### config.mk
export PLATFORM = sky130hd
export DESIGN_NAME = nljc_node_lookup
export DESIGN_NICKNAME = d
export VERILOG_FILES = /design/src/hw/nljc_pkg.sv /design/src/hw/nljc_name_mem.sv /design/src/hw/nljc_node_lookup.sv
export SDC_FILE = /design/constraint.sdc
export NUM_CORES = 1
export LEC_CHECK = 0
export ABC_AREA = 1
export BUFFER_PORTS_ARGS = -buffer_cell sky130_fd_sc_hd__buf_4
export CORE_MARGIN = 3
export CORE_UTILIZATION = 50
export DETAILED_ROUTE_END_ITERATION = 8
export GPL_TIMING_DRIVEN = 0
export HOLD_SLACK_MARGIN = 0.12
export PLACE_DENSITY_LB_ADDON = 0.15
export SLEW_MARGIN = 20
export SYNTH_ARGS = -nofsm -noshare
export SYNTH_HDL_FRONTEND = slang
export SYNTH_SLANG_ARGS = --single-unit
### constraint.sdc
create_clock -name clock -period 10.2 [get_ports clock]
set_input_delay 2.04 -clock clock [delete_from_list [all_inputs] [get_ports clock]]
set_output_delay 2.04 -clock clock [all_outputs]
set_load 0.005 [all_outputs]
### src/hw/nljc_pkg.sv
// Constants, selectors and state type for the node lookup and join config block.
// Assumes a single 50 MHz clock; every other file except the peer model refers to names here with nljc_pkg::.
package nljc_pkg;

  // Clock and time base
  localparam int unsigned CLK_HZ           = 50_000_000;
  localparam int unsigned WAIT_UNIT_MS     = 100;
  localparam int unsigned WAIT_UNIT_CYCLES = CLK_HZ / 1000 * WAIT_UNIT_MS;
  localparam int unsigned DIV_W            = 23;

  // Name buffer
  localparam int unsigned NAME_MAX = 20;
  localparam int unsigned IDX_W    = 5;

  // Frame types of the framed request and its response
  localparam logic [7:0] REQ_FRAME = 8'h08;
  localparam logic [7:0] RSP_FRAME = 8'h88;

  // Reset values
  localparam logic        ROLE_RST       = 1'h0;
  localparam logic [15:0] CHAN_MASK_RST  = 16'h1ffe;
  localparam logic [3:0]  LISTEN_EXP_RST = 4'h4;
  localparam logic [7:0]  JOIN_OPT_RST   = 8'h00;
  localparam logic [7:0]  HUB_OPT_RST    = 8'h00;
  localparam logic [7:0]  DISC_WAIT_RST  = 8'h19;
  localparam logic [15:0] OWN_SHORT_RST  = 16'h0000;

  // Legal ranges and special values
  localparam logic [7:0]  DISC_WAIT_MIN = 8'h01;
  localparam logic [7:0]  DISC_WAIT_MAX = 8'hfc;
  localparam logic [15:0] SHORT_OFF     = 16'hffff;
  localparam logic [15:0] HIPWR_AVAIL   = 16'h1ffe;
  localparam logic [15:0] ALL_AVAIL     = 16'hffff;
  localparam logic [7:0]  JOIN_OPT_MASK = 8'h0f;
  localparam logic [7:0]  HUB_OPT_MASK  = 8'h07;

  // Option bit positions
  localparam int unsigned JOIN_ANY_PAN  = 0;
  localparam int unsigned JOIN_ANY_CHAN = 1;
  localparam int unsigned JOIN_AUTO     = 2;
  localparam int unsigned JOIN_POLL     = 3;
  localparam int unsigned HUB_PAN_SCAN  = 0;
  localparam int unsigned HUB_ED_SCAN   = 1;
  localparam int unsigned HUB_ASSOC     = 2;

  // Scan timing in units of 10 us
  localparam logic [31:0] LISTEN_BASE_10US = 32'h0000_0600;
  localparam logic [31:0] PER_CHAN_10US    = 32'h0000_0ed8;
  localparam logic [31:0] FIXED_10US       = 32'h0000_07d0;

  // Configuration selectors
  localparam logic [2:0] CFG_ROLE   = 3'h0;
  localparam logic [2:0] CFG_CHAN   = 3'h1;
  localparam logic [2:0] CFG_LISTEN = 3'h2;
  localparam logic [2:0] CFG_JOIN   = 3'h3;
  localparam logic [2:0] CFG_HUB    = 3'h4;
  localparam logic [2:0] CFG_WAIT   = 3'h5;
  localparam logic [2:0] CFG_SHORT  = 3'h6;

  typedef enum logic [0:0] {ST_IDLE, ST_WAIT} nljc_state_t;

endpackage

### src/hw/nljc_name_mem.sv
// Small memory holding the node name being looked up, one byte per word.
// Assumes one writer and one reader on the same clock; read data is registered.
`timescale 1ns/1ps
module nljc_name_mem (
  input  wire logic                           clock,
  input  wire logic                           rst_n,
  input  wire logic                           wrEn,
  input  wire logic [nljc_pkg::IDX_W-1:0]     wrAddr,
  input  wire logic [7:0]                     wrData,
  input  wire logic [nljc_pkg::IDX_W-1:0]     rdAddr,
  output logic      [7:0]                     rdData
);

  typedef struct packed {
    logic [nljc_pkg::NAME_MAX-1:0][7:0] mem;
    logic [7:0]                         rd;
  } nljc_mem_state_t;

  nljc_mem_state_t s_ff;
  nljc_mem_state_t nxt_s;

  // Out-of-range reads return zero so a long peer name never matches
  always_comb begin
    nxt_s = s_ff;
    if (wrEn && (wrAddr < 5'(nljc_pkg::NAME_MAX))) begin
      nxt_s.mem[wrAddr] = wrData;
    end
    if (rdAddr < 5'(nljc_pkg::NAME_MAX)) begin
      nxt_s.rd = s_ff.mem[rdAddr];
    end else begin
      nxt_s.rd = 8'h00;
    end
  end

  // State register
  always_ff @(posedge clock or negedge rst_n) begin
    if (!rst_n) begin
      s_ff <= '0;
    end else begin
      s_ff <= nxt_s;
    end
  end

  assign rdData = s_ff.rd;

endmodule

### src/hw/nljc_node_lookup.sv
// Node name lookup, role selection, scan settings and join options of a radio node.
// Assumes host strobes come from logic on this clock; highPower and pinWake are pins.
`timescale 1ns/1ps
module nljc_node_lookup #(
  parameter int unsigned WAIT_UNIT_CYC = nljc_pkg::WAIT_UNIT_CYCLES
) (
  input  wire logic        clock,
  input  wire logic        rst_n,
  input  wire logic        cfgWe,
  input  wire logic [2:0]  cfgSel,
  input  wire logic [15:0] cfgWdata,
  input  wire logic        cmdModeEnter,
  input  wire logic        nameWe,
  input  wire logic [7:0]  nameByte,
  input  wire logic        lookupGo,
  input  wire logic        lookupFramed,
  input  wire logic        peerValid,
  input  wire logic [7:0]  peerByte,
  input  wire logic        peerLast,
  input  wire logic [15:0] peerShort,
  input  wire logic [63:0] peerLong,
  input  wire logic        highPower,
  input  wire logic        pinWake,
  input  wire logic        candPanMatch,
  input  wire logic        candChanMatch,
  output logic             cmdMode,
  output logic             rolePick,
  output logic [15:0]      channelMask,
  output logic [3:0]       listenExponent,
  output logic [7:0]       joinerOptions,
  output logic [7:0]       hubJoinOptions,
  output logic [7:0]       discoveryWait,
  output logic [15:0]      ownShortAddr,
  output logic             shortAddrEn,
  output logic [31:0]      targetAddrHigh,
  output logic [31:0]      targetAddrLow,
  output logic             busy,
  output logic             discoverReq,
  output logic             replyValid,
  output logic             replyOk,
  output logic             replyFramed,
  output logic [7:0]       replyFrameType,
  output logic [15:0]      rspShortAddr,
  output logic [63:0]      rspLongAddr,
  output logic [4:0]       scanChanCount,
  output logic [31:0]      listenTime10us,
  output logic [31:0]      scanTime10us,
  output logic             panScanEn,
  output logic             energyScanEn,
  output logic             assocAccept,
  output logic             joinAnyPan,
  output logic             joinAnyChan,
  output logic             autoAssoc,
  output logic             joinAllowed,
  output logic             pollReq
);

  localparam logic [nljc_pkg::DIV_W-1:0] UNIT_LAST = 23'(WAIT_UNIT_CYC - 1);

  typedef struct packed {
    nljc_pkg::nljc_state_t     state;
    logic                      cmdMode;
    logic                      role;
    logic [15:0]               chanMask;
    logic [3:0]                listenExp;
    logic [7:0]                joinOpt;
    logic [7:0]                hubOpt;
    logic [7:0]                discWait;
    logic [15:0]               ownShort;
    logic [4:0]                nameLen;
    logic                      nameOver;
    logic                      framed;
    logic [4:0]                peerIdx;
    logic                      peerMatch;
    logic                      cmpValid;
    logic [7:0]                cmpByte;
    logic                      cmpLast;
    logic [4:0]                cmpIdx;
    logic [15:0]               capShort;
    logic [63:0]               capLong;
    logic [nljc_pkg::DIV_W-1:0] divCnt;
    logic [7:0]                waitCnt;
    logic [1:0]                hpSync;
    logic [2:0]                wakeSync;
    logic [31:0]               tgtHigh;
    logic [31:0]               tgtLow;
    logic [15:0]               rspShort;
    logic [63:0]               rspLong;
    logic                      discoverReq;
    logic                      replyValid;
    logic                      replyOk;
    logic                      pollReq;
    logic [4:0]                chanCount;
    logic [31:0]               listen10us;
    logic [31:0]               scan10us;
    logic [5:0]                enables;
  } nljc_state_all_t;

  nljc_state_all_t s_ff;
  nljc_state_all_t nxt_s;
  logic [7:0]      memRd;
  logic            memWe;
  logic            fin;
  logic            finOk;
  logic            hit;
  logic [15:0]     availMask;
  logic [31:0]     listenCalc;
  logic [4:0]      countCalc;

  // Name bytes are stored only while idle and only up to the buffer length
  assign memWe = nameWe && (s_ff.state == nljc_pkg::ST_IDLE)
                 && (s_ff.nameLen < 5'(nljc_pkg::NAME_MAX));

  nljc_name_mem u_name (
    .clock  (clock),
    .rst_n  (rst_n),
    .wrEn   (memWe),
    .wrAddr (s_ff.nameLen),
    .wrData (nameByte),
    .rdAddr (s_ff.peerIdx),
    .rdData (memRd)
  );

  // Scan arithmetic; high-power parts drop the unusable channels from the count
  always_comb begin
    availMask  = s_ff.hpSync[1] ? nljc_pkg::HIPWR_AVAIL : nljc_pkg::ALL_AVAIL;
    countCalc  = '0;
    for (int i = 0; i < 16; i++) begin
      countCalc = countCalc + 5'(s_ff.chanMask[i] & availMask[i]);
    end
    listenCalc = nljc_pkg::LISTEN_BASE_10US << s_ff.listenExp;
  end

  // Next-state logic
  always_comb begin
    nxt_s             = s_ff;
    nxt_s.discoverReq = 1'b0;
    nxt_s.replyValid  = 1'b0;
    nxt_s.pollReq     = 1'b0;
    nxt_s.cmpValid    = 1'b0;
    fin               = 1'b0;
    finOk             = 1'b0;
    hit               = 1'b0;
    nxt_s.hpSync      = {s_ff.hpSync[0], highPower};
    nxt_s.wakeSync    = {s_ff.wakeSync[1:0], pinWake};
    if (cmdModeEnter) begin
      nxt_s.cmdMode = 1'b1;
    end

    // Settings; out-of-range wait values are dropped rather than clamped
    if (cfgWe) begin
      if (cfgSel == nljc_pkg::CFG_ROLE) begin
        nxt_s.role = cfgWdata[0];
      end else if (cfgSel == nljc_pkg::CFG_CHAN) begin
        nxt_s.chanMask = cfgWdata;
      end else if (cfgSel == nljc_pkg::CFG_LISTEN) begin
        nxt_s.listenExp = cfgWdata[3:0];
      end else if (cfgSel == nljc_pkg::CFG_JOIN) begin
        nxt_s.joinOpt = cfgWdata[7:0] & nljc_pkg::JOIN_OPT_MASK;
      end else if (cfgSel == nljc_pkg::CFG_HUB) begin
        nxt_s.hubOpt = cfgWdata[7:0] & nljc_pkg::HUB_OPT_MASK;
      end else if (cfgSel == nljc_pkg::CFG_WAIT) begin
        if ((cfgWdata[7:0] >= nljc_pkg::DISC_WAIT_MIN) && (cfgWdata[15:8] == 8'h00)
            && (cfgWdata[7:0] <= nljc_pkg::DISC_WAIT_MAX)) begin
          nxt_s.discWait = cfgWdata[7:0];
        end
      end else if (cfgSel == nljc_pkg::CFG_SHORT) begin
        nxt_s.ownShort = cfgWdata;
      end
    end

    case (s_ff.state)
      nljc_pkg::ST_IDLE: begin
        if (nameWe) begin
          if (s_ff.nameLen < 5'(nljc_pkg::NAME_MAX)) begin
            nxt_s.nameLen = s_ff.nameLen + 5'h01;
          end else begin
            nxt_s.nameOver = 1'b1;
          end
        end
        if (lookupGo) begin
          nxt_s.framed = lookupFramed;
          if ((s_ff.nameLen == 5'h00) || s_ff.nameOver) begin
            fin = 1'b1;
          end else begin
            nxt_s.state       = nljc_pkg::ST_WAIT;
            nxt_s.discoverReq = 1'b1;
            nxt_s.divCnt      = '0;
            nxt_s.waitCnt     = 8'h00;
            nxt_s.peerIdx     = 5'h00;
            nxt_s.peerMatch   = 1'b1;
          end
        end
      end
      nljc_pkg::ST_WAIT: begin
        // Peer name bytes are compared one cycle later, when the stored byte is read
        if (peerValid) begin
          nxt_s.cmpValid = 1'b1;
          nxt_s.cmpByte  = peerByte;
          nxt_s.cmpLast  = peerLast;
          nxt_s.cmpIdx   = s_ff.peerIdx;
          if (peerLast) begin
            nxt_s.peerIdx  = 5'h00;
            nxt_s.capShort = peerShort;
            nxt_s.capLong  = peerLong;
          end else if (s_ff.peerIdx != 5'h1f) begin
            nxt_s.peerIdx = s_ff.peerIdx + 5'h01;
          end
        end
        if (s_ff.cmpValid) begin
          hit = s_ff.peerMatch && (s_ff.cmpIdx < s_ff.nameLen)
                && (memRd == s_ff.cmpByte);
          if (s_ff.cmpLast) begin
            nxt_s.peerMatch = 1'b1;
            if (hit && ((s_ff.cmpIdx + 5'h01) == s_ff.nameLen)) begin
              fin   = 1'b1;
              finOk = 1'b1;
            end
          end else begin
            nxt_s.peerMatch = hit;
          end
        end
        // Time-out in 100 ms steps; a match in the same cycle wins
        if (s_ff.divCnt == UNIT_LAST) begin
          nxt_s.divCnt  = '0;
          nxt_s.waitCnt = s_ff.waitCnt + 8'h01;
          if (!fin && ((s_ff.waitCnt + 8'h01) >= s_ff.discWait)) begin
            fin = 1'b1;
          end
        end else begin
          nxt_s.divCnt = s_ff.divCnt + 23'h000001;
        end
      end
      default: begin
        nxt_s.state = nljc_pkg::ST_IDLE;
      end
    endcase

    // Finish a lookup: reply, load addresses, and leave command mode on unframed success
    if (fin) begin
      nxt_s.state      = nljc_pkg::ST_IDLE;
      nxt_s.replyValid = 1'b1;
      nxt_s.replyOk    = finOk;
      nxt_s.nameLen    = 5'h00;
      nxt_s.nameOver   = 1'b0;
      nxt_s.cmpValid   = 1'b0;
      if (finOk && !nxt_s.framed) begin
        if (s_ff.capShort != nljc_pkg::SHORT_OFF) begin
          nxt_s.tgtHigh = 32'h0000_0000;
          nxt_s.tgtLow  = {16'h0000, s_ff.capShort};
        end else begin
          nxt_s.tgtHigh = s_ff.capLong[63:32];
          nxt_s.tgtLow  = s_ff.capLong[31:0];
        end
        nxt_s.cmdMode = 1'b0;
      end
      if (finOk && nxt_s.framed) begin
        nxt_s.rspShort = s_ff.capShort;
        nxt_s.rspLong  = s_ff.capLong;
      end
    end

    // Role-dependent enables: {join any pan, any chan, auto, pan scan, ed scan, accept}
    nxt_s.enables = {!s_ff.role && s_ff.joinOpt[nljc_pkg::JOIN_ANY_PAN],
                     !s_ff.role && s_ff.joinOpt[nljc_pkg::JOIN_ANY_CHAN],
                     !s_ff.role && s_ff.joinOpt[nljc_pkg::JOIN_AUTO],
                     s_ff.role && s_ff.hubOpt[nljc_pkg::HUB_PAN_SCAN],
                     s_ff.role && s_ff.hubOpt[nljc_pkg::HUB_ED_SCAN],
                     s_ff.role && s_ff.hubOpt[nljc_pkg::HUB_ASSOC]};
    if (s_ff.wakeSync[1] && !s_ff.wakeSync[2] && !s_ff.role
        && s_ff.joinOpt[nljc_pkg::JOIN_POLL]) begin
      nxt_s.pollReq = 1'b1;
    end
    // One listen exponent serves both roles' scans, so the time is shared
    nxt_s.chanCount  = countCalc;
    nxt_s.listen10us = listenCalc;
    nxt_s.scan10us   = 32'(countCalc * (listenCalc + nljc_pkg::PER_CHAN_10US))
                       + nljc_pkg::FIXED_10US;
  end

  // State register
  always_ff @(posedge clock or negedge rst_n) begin
    if (!rst_n) begin
      s_ff           <= '0;
      s_ff.role      <= nljc_pkg::ROLE_RST;
      s_ff.chanMask  <= nljc_pkg::CHAN_MASK_RST;
      s_ff.listenExp <= nljc_pkg::LISTEN_EXP_RST;
      s_ff.joinOpt   <= nljc_pkg::JOIN_OPT_RST;
      s_ff.hubOpt    <= nljc_pkg::HUB_OPT_RST;
      s_ff.discWait  <= nljc_pkg::DISC_WAIT_RST;
      s_ff.ownShort  <= nljc_pkg::OWN_SHORT_RST;
      s_ff.peerMatch <= 1'b1;
    end else begin
      s_ff <= nxt_s;
    end
  end

  // Outputs
  assign cmdMode        = s_ff.cmdMode;
  assign rolePick       = s_ff.role;
  assign channelMask    = s_ff.chanMask;
  assign listenExponent = s_ff.listenExp;
  assign joinerOptions  = s_ff.joinOpt;
  assign hubJoinOptions = s_ff.hubOpt;
  assign discoveryWait  = s_ff.discWait;
  assign ownShortAddr   = s_ff.ownShort;
  assign shortAddrEn    = (s_ff.ownShort != nljc_pkg::SHORT_OFF);
  assign targetAddrHigh = s_ff.tgtHigh;
  assign targetAddrLow  = s_ff.tgtLow;
  assign busy           = (s_ff.state == nljc_pkg::ST_WAIT);
  assign discoverReq    = s_ff.discoverReq;
  assign replyValid     = s_ff.replyValid;
  assign replyOk        = s_ff.replyOk;
  assign replyFramed    = s_ff.framed;
  assign replyFrameType = s_ff.framed ? nljc_pkg::RSP_FRAME : 8'h00;
  assign rspShortAddr   = s_ff.rspShort;
  assign rspLongAddr    = s_ff.rspLong;
  assign scanChanCount  = s_ff.chanCount;
  assign listenTime10us = s_ff.listen10us;
  assign scanTime10us   = s_ff.scan10us;
  assign {joinAnyPan, joinAnyChan, autoAssoc, panScanEn, energyScanEn, assocAccept}
                        = s_ff.enables;
  assign joinAllowed    = s_ff.enables[3] && (s_ff.enables[5] || candPanMatch)
                          && (s_ff.enables[4] || candChanMatch);
  assign pollReq        = s_ff.pollReq;
endmodule

==> results of run 1 <==
## cell usage in the layout, fill, tap and decap left out, drive strengths merged, types with 38 or more instances in the layout
cell type	netlist	routed
conb	2	38
fa	67	67
nand3	100	100
nor2	324	324
dfrtp	553	553
inv	384	387
ha	90	90
clkbuf	91	174
nor3	40	40
a21oi	137	137
buf	340	737
nand2	674	674
o22ai	45	45
o21ai	494	494
## registers in the layout (all words and copies together), names as in the netlist, 3 cells and up
signal	count
listenTime10us	17
scanTime10us	29
scanChanCount	4
hubJoinOptions	3
nxt_s	3
targetAddrLow	32
listenExponent	4
s_ff	140
rspLongAddr	64
discoveryWait	8
targetAddrHigh	32
ownShortAddr	16
rspShortAddr	16
u_name.s_ff	160
channelMask	16
u_name.rdData	8
joinerOptions	4
## per-stage QoR
stage          worst slack, ns  utilization (%)  hold slack, ns
2_1_floorplan             3.08                -           0.331
3_3_place_gp             0.768             57.6           0.336
3_5_place_dp              2.15             57.9           0.337
4_1_cts                   2.12             61.4           0.353
5_1_grt                   1.76             61.5           0.371
6_report                  2.16             61.5           0.350
## worst paths after layout
check	end	slack [ns]	cells past startpoint
hold reg to reg	nxt_s[225]$_DFF_PN0_	0.35	0
setup / recovery	scanTime10us[30]$_DFF_PN0_	2.16	24
hold / removal	nxt_s[225]$_DFF_PN0_	0.35	0
min in group asynchronous	scanTime10us[19]$_DFF_PN0_	1.38	1
setup reg to reg	scanTime10us[30]$_DFF_PN0_	2.16	24
max in group asynchronous	u_name.s_ff[94]$_DFFE_PN0P_	7.55	3
## power by group through the flow
stage	combinational [mW]	sequential (mW)	clock [mW]
floorplan	6.81	3.06	0
global placement	9.06	3.13	0
detailed placement	9.23	3.13	0
CTS	9.29	3.09	2.35
global route	10.5	3.15	2.44
finish	9.30	3.10	2.32
## area by class of cell
type / instances / area [sq um] / share of cell area (%)
buffer: 431 / 2830 / 7.74
clock buffer: 83 / 1760 / 4.81
inverter: 387 / 1460 / 3.98
antenna: 5 / 12.5 / 0.0342
timing repair buffer: 397 / 3110 / 8.50
clock inverter: 23 / 328 / 0.897
tap: 773 / 967 / 2.65
multi-input combinational: 2144 / 11800 / 32.3
sequential: 570 / 14300 / 39.1
## cells by family (layout without fill, tap and decap cells)
group | Yosys count | after routing | share of synthesized area, %
other | 2 | 43 | 0.0248
multiplexers | 1 | 1 | 0.0372
XOR/XNOR | 45 | 45 | 1.30
adder cells (fa/ha/maj) | 157 | 157 | 8.16
flip-flops | 570 | 570 | 47.2
AO/OA/AOI/OAI | 714 | 714 | 12.8
buffers and inverters | 818 | 1321 | 14.2
AND/OR/NAND/NOR | 1189 | 1189 | 16.2
## per-layer routing
metal	track usage (%)	vias to the layer above	part of all wire [%]
met5	0	-	0
met4	9.72	0	3.8
met3	4.03	168	6.4
met2	43.3	797	47
met1	35.5	11800	43
li1	-	11900	-
==> impl_metrics.json, run 1 <==
{
  "cts.htree.levels": 2,
  "netSwitchingFraction_pct": 47.6,
  "synth_sequential_area_ratio_pct": 47.2,
  "post_cts_resized": 0,
  "start_util_pct": 50.9,
  "post_synth_inst_count": 3496,
  "worstSetupPathType": "flip-flop to flip-flop",
  "placementRows": 89,
  "cts_max_path_bufs": 3,
  "area_of_the_core_sq_um": 59500,
  "max_slew_margin_pct": 41.2,
  "tritoncts": "yes",
  "die_y_um": 252,
  "report.power.total_mw": 14.7,
  "synthFlopType": "sky130_fd_sc_hd__dfrtp_1",
  "achievable-frequency_mhz": 124,
  "critical_path.slowest_cell": "sky130_fd_sc_hd__xor2_1",
  "synth.yosys.warnings": 0,
  "worst_setup_hold_path_clk_slew_ns": 0.06,
  "postSynthAreaPerCell_sq_um": 8.65,
  "final_design_area_excluding_fillers_sq_um": 36600,
  "r2r_start": "channelMask[1]$_DFFE_PN1P_",
  "seq_power_share_pct": 21.1,
  "route.detailed.vias_per_inst": 5.11,
  "critical_path_buf_inv_count": 6,
  "timing_worst_slew_pin_value_ns": 0.880,
  "setup_viol": 0,
  "worstSetupEndpointType": "flip-flop",
  "worst_skew_pair.late_latency_ns": 0.63,
  "drt-pass1-iter-count": 6,
  "cts_buffers": 60,
  "finalNetCount": 4276,
  "area_growth_from_synthesis_to_layout_pct": 20.9,
  "run_status": "finished, final reports clean",
  "fin_crit_ns": 8.04,
  "drt_wl_total_um": 83800,
  "hold_path.class": "flip-flop to flip-flop",
  "power_leakage_nw": 18.7,
  "combinationalPowerShare_pct": 63.2,
  "power.density_nw_per_um2": 402,
  "clock-root-buffer": "sky130_fd_sc_hd__clkbuf_16",
  "floorplan.die.width_um": 252,
  "gr-total-overflow": 0,
  "max_cap_violations": 0,
  "crit_path_cell_trace": "inv_1 -> fa_1 -> fa_1 -> fa_1 -> fa_1 -> inv_1 -> ha_1 -> fa_1 -> xor2_1 -> inv_1 -> clkbuf_1 -> nor2_1 -> fa_1 -> fa_1 -> inv_1 -> fa_1 -> inv_1 -> ha_1 -> nand2_1 -> nor3_1 -> nand4_1 -> or2_2 -> nand3_1 -> xor2_1",
  "number_of_flops_mapped_to_enable_cells_by_yosys": 0,
  "max-vdd-ir-drop_uv": 1470,
  "synth_largest_area_cell": "sky130_fd_sc_hd__dfrtp_1",
  "fill_cells": 5270,
  "finalHoldViolations": 0,
  "grt_first_pass_wirelength_um": 132000,
  "grt_setup_unrepaired": "no",
  "post_synth_instance_area_sq_um": 30200,
  "data_required_time_at_the_worst_endpoint_ns": 10.71,
  "timing_max_transition_violations_final": 0,
  "portBuffers": 391,
  "fin_tns_setup_ns": 0,
  "pin_count": 425,
  "final_cell_count_without_fillers": 4813,
  "p_clk_share_pct": 15.7,
  "post_cts_hold_buffer_count": 0,
  "post-cts-setup-buffer-count": 0,
  "drtAntennaViolNets": 0,
  "dp.final_hpwl_um": 63200,
  "die_area_sq_um": 63500,
  "worst_ep_arrival_time_ns": 8.55,
  "first_global_vias": 23800,
  "crit_path_frequent_cell": "sky130_fd_sc_hd__fa_1",
  "grt_util_all_layers_pct": 26.3,
  "grt_max_degree": 97,
  "worstSetupStartpointType": "flip-flop",
  "detail_route.wl_per_cell_um": 17.4,
  "finalClockSkew_ns": 0.0308,
  "timing.critical_path.max_delay_family": "adder cells",
  "netlist-cell-type-count": 53,
  "grt_antenna_before_repair": 4,
  "synth_largest_type_area_fraction_pct": 45.8,
  "drt_iter0_drc": 1730,
  "layout_worst_path_cycle_share_pct": 78.8,
  "netSwitchingPower_mw": 7.01,
  "synth_seq_cells": 570,
  "detailed_place.area_sq_um": 34500,
  "route.detailed.drc": 0,
  "route.vias.total": 24600,
  "drive_gt1_share_pct": 22.9,
  "crit_path_max_incr_delay_ns": 0.71,
  "yosys.cell_count.top_type": "sky130_fd_sc_hd__nand2_1",
  "cts_sinks": 570,
  "p_int_mw": 7.71,
  "timing.hold.worst.start": "nxt_s[224]$_DFF_PN0_",
  "synth.cells.most_frequent": "sky130_fd_sc_hd__nand2_1, sky130_fd_sc_hd__dfrtp_1, sky130_fd_sc_hd__inv_1",
  "placed_cells": 4702,
  "place.gp.congestion": 0.909,
  "setup.worst_path.start": "channelMask[1]$_DFFE_PN1P_",
  "netlist_top_cells_area": "sky130_fd_sc_hd__dfrtp_1, sky130_fd_sc_hd__nand2_1, sky130_fd_sc_hd__buf_4, sky130_fd_sc_hd__o21ai_0, sky130_fd_sc_hd__inv_1",
  "synth-async-reset-ratio_pct": 100,
  "highest_net_fanout_along_the_worst_path": 10
}
(Power assumes the default switching activity.)
==> inputs of run 2 (changes only) <==
--- a/config.mk
+++ b/config.mk
@@ -5,7 +5,7 @@
 export SDC_FILE = /design/constraint.sdc
 export NUM_CORES = 1
 export LEC_CHECK = 0
-export ABC_AREA = 1
+export ABC_AREA = 0
 export BUFFER_PORTS_ARGS = -buffer_cell sky130_fd_sc_hd__buf_4
 export CORE_MARGIN = 3
 export CORE_UTILIZATION = 50
==> constraint.sdc (replaced) <==
create_clock -name clock -period 6.43 [get_ports clock]
set_input_delay 1.286 -clock clock [delete_from_list [all_inputs] [get_ports clock]]
set_output_delay 1.286 -clock clock [all_outputs]
set_load 0.005 [all_outputs]
==> run 2 against run 1 <==
  * The run now ends with negative setup slack left
  * Via count decreased by 16%
  * Hold slack better by 0.0028 ns
  * Global-route usage fell by 2.1 points
  * Sequential share of layout area shrank 1.3 points
  * Non-clock buffer count increased by 2
  * Critical endpoint is now scanTime10us[28]$_DFF_PN0_
  * Highest routed layer is now met5
==> impl_metrics.json, run 2 <==
{
  "worst_ep_arrival_time_ns": 7.57,
  "cts_buffers": 66,
  "grt_antenna_before_repair": 10,
  "portBuffers": 381,
  "max_cap_violations": 0,
  "regToRegSetupSlack_ns": -0.67,
  "clock-root-buffer": "sky130_fd_sc_hd__clkbuf_16",
  "pin_count": 425,
  "cts.htree.levels": 3,
  "violated_checks": "negative setup slack",
  "worstSetupPathType": "flip-flop to flip-flop",
  "place.gp.congestion": 0.837,
  "synth_largest_area_cell": "sky130_fd_sc_hd__dfrtp_1",
  "yosys.cell_count.top_type": "sky130_fd_sc_hd__dfrtp_1",
  "synthAdderAreaFrac_pct": 8.15,
  "synth_xor_area_share_pct": 1.79,
  "synth-async-reset-ratio_pct": 100,
  "post_synth_inst_count": 2556,
  "drtAntennaViolNets": 0,
  "timing_worst_slew_pin_value_ns": 1.05,
  "worstSetupEndpointType": "flip-flop",
  "synth_largest_type_area_fraction_pct": 45.7,
  "placementRows": 89,
  "setup_viol": 16,
  "run_status": "finished, violations left",
  "synth-simple-area-share_pct": 7.34,
  "synth_sequential_area_ratio_pct": 47.2,
  "die_y_um": 252,
  "largest_family_of_logic_cells_by_synthesized_area": "multiplexers",
  "fin_tns_setup_ns": -7.51,
  "finalHoldViolations": 0,
  "detail_route.wl_per_cell_um": 19.8,
  "r2r.worst_path.cells": 25,
  "layout_worst_path_cycle_share_pct": 110,
  "grt_setup_unrepaired": "yes",
  "crit-reg2reg-capture": "scanTime10us[28]$_DFF_PN0_",
  "number_of_flops_mapped_to_enable_cells_by_yosys": 0,
  "worst_setup_hold_path_clk_slew_ns": 0.06,
  "setup_ws_ns": -0.670,
  "timing.hold.worst.start": "nxt_s[224]$_DFF_PN0_",
  "achievable-frequency_mhz": 141,
  "drt_wl_total_um": 77900,
  "synthFlopType": "sky130_fd_sc_hd__dfrtp_1",
  "synth.cells.most_frequent": "sky130_fd_sc_hd__dfrtp_1, sky130_fd_sc_hd__mux2_2, sky130_fd_sc_hd__buf_4",
  "drt_iter0_drc": 1151,
  "timing_max_transition_violations_final": 0,
  "max_slew_margin_pct": 30.0,
  "netlist_top_cells_area": "sky130_fd_sc_hd__dfrtp_1, sky130_fd_sc_hd__mux2_2, sky130_fd_sc_hd__buf_4, sky130_fd_sc_hd__fa_1, sky130_fd_sc_hd__mux2_4",
  "synth_area_in_compound_gates_pct": 6.29,
  "floorplan.die.width_um": 252,
  "drive_gt1_share_pct": 44.8,
  "dp.final_hpwl_um": 57900,
  "data_required_time_at_the_worst_endpoint_ns": 6.90,
  "post_synth_instance_area_sq_um": 30300,
  "netlist-cell-type-count": 69,
  "fin_crit_ns": 7.10,
  "final_cell_mix": "sky130_fd_sc_hd__buf_4, sky130_fd_sc_hd__dfrtp_1, sky130_fd_sc_hd__mux2_2, sky130_fd_sc_hd__inv_1",
  "route.detailed.drc": 0,
  "area_growth_from_synthesis_to_layout_pct": 25.0,
  "tritoncts": "yes",
  "min_delay_worst_endpoint": "nxt_s[225]$_DFF_PN0_",
  "postSynthAreaPerCell_sq_um": 11.8,
  "synth.yosys.warnings": 0,
  "number_of_flip_flops_in_the_largest_register": 160,
  "grt_util_all_layers_pct": 24.2,
  "cts_max_path_bufs": 3,
  "drt-pass1-iter-count": 5,
  "synthMuxAreaShare_pct": 18.3,
  "gr-total-overflow": 0,
  "final_design_area_excluding_fillers_sq_um": 37900,
  "largest_register": "u_name.s_ff",
  "finalNetCount": 3383,
  "worstSetupStartpointType": "flip-flop",
  "area_of_the_core_sq_um": 59500,
  "grt_max_degree": 101,
  "r2r_start": "channelMask[10]$_DFFE_PN1P_",
  "cts_sinks": 570,
  "synth_seq_cells": 570,
  "first_global_vias": 21200,
  "route.detailed.vias_per_inst": 5.26,
  "route.vias.total": 20700,
  "post_cts_hold_buffer_count": 0,
  "hold_path_depth": 0,
  "finalClockSkew_ns": 0.0227,
  "hold_path.class": "flip-flop to flip-flop",
  "die_area_sq_um": 63600,
  "worst_skew_pair.late_latency_ns": 0.61,
  "start_util_pct": 50.9,
  "grt_first_pass_wirelength_um": 120000,
  "layout.cells.most_common": "sky130_fd_sc_hd__buf_4",
  "detailed_place.area_sq_um": 34700,
  "highest_net_fanout_along_the_worst_path": 6
}
## run 2: cell count changes after synthesis, moves of 80 or more
cell                      before  now
sky130_fd_sc_hd__nor2_1      320  124
sky130_fd_sc_hd__mux2_4        0   80
sky130_fd_sc_hd__inv_1       379  178
sky130_fd_sc_hd__o21ai_0     338  142
sky130_fd_sc_hd__a21oi_1     136   34
sky130_fd_sc_hd__mux2_2        1  288
sky130_fd_sc_hd__o21ai_1     118    1
sky130_fd_sc_hd__nand2_1     669  140
## run 2: worst max path at each step
stage | from | endpoint | cells after the start
final | channelMask[10]$_DFFE_PN1P_ | scanTime10us[28]$_DFF_PN0_ | 25
after global routing | channelMask[10]$_DFFE_PN1P_ | scanTime10us[28]$_DFF_PN0_ | 23
after CTS | channelMask[4]$_DFFE_PN1P_ | scanTime10us[28]$_DFF_PN0_ | 27
after detailed placement | channelMask[12]$_DFFE_PN1P_ | scanTime10us[31]$_DFF_PN0_ | 25
after global placement | rst_n | u_name.s_ff[104]$_DFFE_PN0P_ | 1
after floorplan | channelMask[10]$_DFFE_PN1P_ | scanTime10us[30]$_DFF_PN0_ | 26
## run 2: logic make-up (layout without fill, tap and decap cells)
logic type      after synthesis  after routing
other cells                   2             46
fa+ha+maj                   157            157
mux                         419            419
xor+xnor                     62             62
simple gates                460            460
flops                       570            570
compound gates              311            311
buf+inv                     575           1132
## run 2: metrics by stage
| stage | std cells | utilization (%) | hold slack, ns | setup slack, ns |
|---|---|---|---|---|
| 2_1_floorplan | 2592 | - | 0.331 | -0.533 |
| 3_3_place_gp | 3746 | 58.0 | 0.339 | -1.92 |
| 3_5_place_dp | 3752 | 58.3 | 0.343 | -1.24 |
| 4_1_cts | 3909 | 63.2 | 0.356 | -0.758 |
| 5_1_grt | 3930 | 63.7 | 0.364 | -0.895 |
| 6_report | 3930 | 63.7 | 0.353 | -0.670 |
## run 2: area by class of cell
| type | instances | area [sq um] |
|---|---|---|
| clock buffer | 97 | 1970 |
| tap | 773 | 967 |
| clock inverter | 22 | 293 |
| inverter | 183 | 701 |
| sequential | 570 | 14300 |
| fill | 4695 | 21600 |
| multi-input combinational | 1447 | 13500 |
| timing repair buffer | 440 | 3490 |
| antenna | 8 | 20.0 |
| buffer | 390 | 2650 |
## run 2: metal layers
| layer | GRT usage (%) | wire, um | up-vias |
|---|---|---|---|
| li1 | - | - | 9534 |
| met4 | 9.20 | 2730 | 4 |
| met5 | 0 | 26 | - |
| met1 | 31.6 | 32300 | 10500 |
| met3 | 4.74 | 4240 | 153 |
| met2 | 40.4 | 38600 | 532 |
## run 2: repair_timing
item,4_1_cts,5_1_grt
resized for setup,71,49
pin swaps,43,32
setup endpoints to repair,19,20
cloned,1,0
buffers inserted,37,15
## run 2: worst max-delay path, cell delays in order, from the launching register on
cell and delay, ns:
sky130_fd_sc_hd__dfstp_2 0.53, sky130_fd_sc_hd__inv_2 0.05, sky130_fd_sc_hd__fa_1 0.50, sky130_fd_sc_hd__fa_1 0.58, sky130_fd_sc_hd__fa_2 0.45, sky130_fd_sc_hd__fa_1 0.48, sky130_fd_sc_hd__inv_1 0.04, sky130_fd_sc_hd__ha_2 0.17
sky130_fd_sc_hd__fa_2 0.34, sky130_fd_sc_hd__buf_6 0.13, sky130_fd_sc_hd__xnor2_4 0.22, sky130_fd_sc_hd__buf_8 0.16, sky130_fd_sc_hd__nor2_4 0.04, sky130_fd_sc_hd__fa_1 0.55, sky130_fd_sc_hd__inv_2 0.04, sky130_fd_sc_hd__fa_1 0.45
sky130_fd_sc_hd__fa_1 0.51, sky130_fd_sc_hd__inv_2 0.05, sky130_fd_sc_hd__ha_4 0.21, sky130_fd_sc_hd__a21o_1 0.15, sky130_fd_sc_hd__a211o_1 0.32, sky130_fd_sc_hd__a211oi_4 0.31, sky130_fd_sc_hd__nor4_4 0.08, sky130_fd_sc_hd__o41ai_2 0.37
sky130_fd_sc_hd__buf_4 0.18, sky130_fd_sc_hd__xnor2_2 0.05
Power of run 2 is left out: the tool's default activity adds up to more than one toggle a clock period on the data nets, which glitch-free logic cannot reach.
==> inputs of run 3 (changes only) <==
--- a/config.mk
+++ b/config.mk
@@ -8,7 +8,7 @@
 export ABC_AREA = 0
 export BUFFER_PORTS_ARGS = -buffer_cell sky130_fd_sc_hd__buf_4
 export CORE_MARGIN = 3
-export CORE_UTILIZATION = 50
+export CORE_UTILIZATION = 40
 export DETAILED_ROUTE_END_ITERATION = 8
 export GPL_TIMING_DRIVEN = 0
 export HOLD_SLACK_MARGIN = 0.12
==> run 3 against run 2 <==
  * The flow still finishes with violations (negative setup slack)
  * Hold slack got worse by 0.0037 ns
  * Sequential share of layout area decreased by 0.18 points
  * First-iteration DRC count increased by 6.3%
  * Non-clock buffer count unchanged
  * Worst setup slack got worse by 0.14 ns
  * Fmax decreased by 2.0%
  * Highest routed layer unchanged
==> impl_metrics.json, run 3 (synthesized netlist as in run 2, its figures left out) <==
{
  "run_status": "finished, violations left",
  "violated_checks": "negative setup slack",
  "route.detailed.drc": 0,
  "pin_count": 425,
  "worst_ep_arrival_time_ns": 7.73,
  "cts_max_path_bufs": 3,
  "worstSetupEndpointType": "flip-flop",
  "worst_setup_hold_path_clk_slew_ns": 0.06,
  "hold_path.class": "flip-flop to flip-flop",
  "area_growth_from_synthesis_to_layout_pct": 25.6,
  "first_global_vias": 21700,
  "achievable-frequency_mhz": 138,
  "fin_tns_setup_ns": -9.41,
  "drtAntennaViolNets": 0,
  "placementRows": 100,
  "drive_gt1_share_pct": 44.2,
  "clock-root-buffer": "sky130_fd_sc_hd__clkbuf_16",
  "detail_route.wl_per_cell_um": 19.9,
  "fin_crit_ns": 7.24,
  "worstSetupPathType": "flip-flop to flip-flop",
  "layout.cells.most_common": "sky130_fd_sc_hd__buf_4",
  "grt_first_pass_wirelength_um": 127000,
  "route.vias.total": 20800,
  "regToRegSetupSlack_ns": -0.81,
  "worst_skew_pair.late_latency_ns": 0.61,
  "layout_worst_path_cycle_share_pct": 113,
  "die_area_sq_um": 79000,
  "grt_util_all_layers_pct": 20.6,
  "start_util_pct": 40.5,
  "tritoncts": "yes",
  "max_cap_violations": 0,
  "grt_antenna_before_repair": 6,
  "number_of_flip_flops_in_the_largest_register": 160,
  "route.detailed.vias_per_inst": 5.04,
  "largest_register": "u_name.s_ff",
  "setup_ws_ns": -0.813,
  "drt_iter0_drc": 1224,
  "finalNetCount": 3384,
  "data_required_time_at_the_worst_endpoint_ns": 6.92,
  "floorplan.die.width_um": 281,
  "finalHoldViolations": 0,
  "grt_max_degree": 99,
  "timing_worst_slew_pin_value_ns": 1.08,
  "highest_net_fanout_along_the_worst_path": 6,
  "dp.final_hpwl_um": 61600,
  "timing_max_transition_violations_final": 0,
  "final_cell_mix": "sky130_fd_sc_hd__buf_4, sky130_fd_sc_hd__dfrtp_1, sky130_fd_sc_hd__mux2_2, sky130_fd_sc_hd__inv_1, sky130_fd_sc_hd__o21ai_0",
  "portBuffers": 381,
  "worstSetupStartpointType": "flip-flop",
  "post_cts_hold_buffer_count": 0,
  "grt_setup_unrepaired": "yes",
  "setup_viol": 17,
  "die_y_um": 281,
  "drt-pass1-iter-count": 6,
  "cts.htree.levels": 3,
  "cts_buffers": 67,
  "cts_sinks": 570,
  "finalClockSkew_ns": 0.0285,
  "drt_wl_total_um": 82100,
  "area_of_the_core_sq_um": 74700,
  "max_slew_margin_pct": 27.8,
  "gr-total-overflow": 0,
  "place.gp.congestion": 0.851
}
==> run 3: cell type report <==
| type | count | area, sq um |
|---|---|---|
| fill | 6580 | 36700 |
| sequential | 570 | 14300 |
| multi-input combinational | 1447 | 13500 |
| timing repair buffer | 440 | 3490 |
| buffer | 390 | 2650 |
| clock buffer | 98 | 1940 |
| tap | 969 | 1210 |
| inverter | 183 | 698 |
| clock inverter | 21 | 270 |
| antenna | 5 | 12.5 |
==> run 3: routing by layer <==
metal | vias up | track usage, % | routed length [um]
li1 | 9550 | - | -
met1 | 10600 | 26.9 | 35100
met2 | 505 | 34.5 | 40300
met3 | 136 | 3.96 | 4270
met4 | 2 | 6.97 | 2410
met5 | - | 0 | 12
==> run 3: repair_timing <==
item,4_1_cts,5_1_grt
pin swaps,27,48
setup endpoints to repair,20,20
buffers inserted,32,20
gates resized for setup,65,51
==> run 3: metrics by stage <==
step | hold slack, ns | util (%) | setup WS, ns | cell area, sq um | cells
global route | 0.347 | 50.9 | -1.02 | 38000 | 4122
finish | 0.349 | 50.9 | -0.813 | 38000 | 4123
floorplan | 0.331 | - | -0.533 | 30700 | 2592
CTS | 0.349 | 50.4 | -0.770 | 37700 | 4098
detailed placement | 0.338 | 46.8 | -1.37 | 34900 | 3948
global placement | 0.334 | 46.5 | -2.11 | 34800 | 3942
==> run 3: worst max-delay path, cell delays in order, from the launching register on <==
cell	delay [ns]
sky130_fd_sc_hd__dfstp_2	0.54
sky130_fd_sc_hd__inv_2	0.05
sky130_fd_sc_hd__fa_1	0.49
sky130_fd_sc_hd__fa_1	0.59
sky130_fd_sc_hd__fa_2	0.46
sky130_fd_sc_hd__fa_1	0.50
sky130_fd_sc_hd__inv_2	0.04
sky130_fd_sc_hd__ha_4	0.15
sky130_fd_sc_hd__fa_2	0.37
sky130_fd_sc_hd__buf_6	0.14
sky130_fd_sc_hd__xnor2_4	0.26
sky130_fd_sc_hd__buf_8	0.16
sky130_fd_sc_hd__buf_4	0.11
sky130_fd_sc_hd__nor2_1	0.05
sky130_fd_sc_hd__fa_1	0.50
sky130_fd_sc_hd__inv_2	0.04
sky130_fd_sc_hd__fa_2	0.53
sky130_fd_sc_hd__fa_1	0.43
sky130_fd_sc_hd__inv_2	0.08
sky130_fd_sc_hd__ha_4	0.21
sky130_fd_sc_hd__a21o_1	0.19
sky130_fd_sc_hd__a21o_1	0.19
sky130_fd_sc_hd__a211oi_4	0.21
sky130_fd_sc_hd__buf_6	0.16
sky130_fd_sc_hd__a21oi_4	0.06
sky130_fd_sc_hd__o31a_1	0.33
sky130_fd_sc_hd__o311ai_2	0.28
==> run 3: worst paths after layout <==
kind / from / to / cells past startpoint
min in group asynchronous: rst_n / scanTime10us[16]$_DFF_PN0_ / 1
max in group asynchronous: rst_n / u_name.s_ff[105]$_DFFE_PN0P_ / 4
min: nxt_s[224]$_DFF_PN0_ / nxt_s[225]$_DFF_PN0_ / 0
min reg2reg: nxt_s[224]$_DFF_PN0_ / nxt_s[225]$_DFF_PN0_ / 0
max reg2reg: channelMask[4]$_DFFE_PN1P_ / scanTime10us[25]$_DFF_PN0_ / 26
max: channelMask[4]$_DFFE_PN1P_ / scanTime10us[25]$_DFF_PN0_ / 26
Power of run 3 is left out for the same reason.
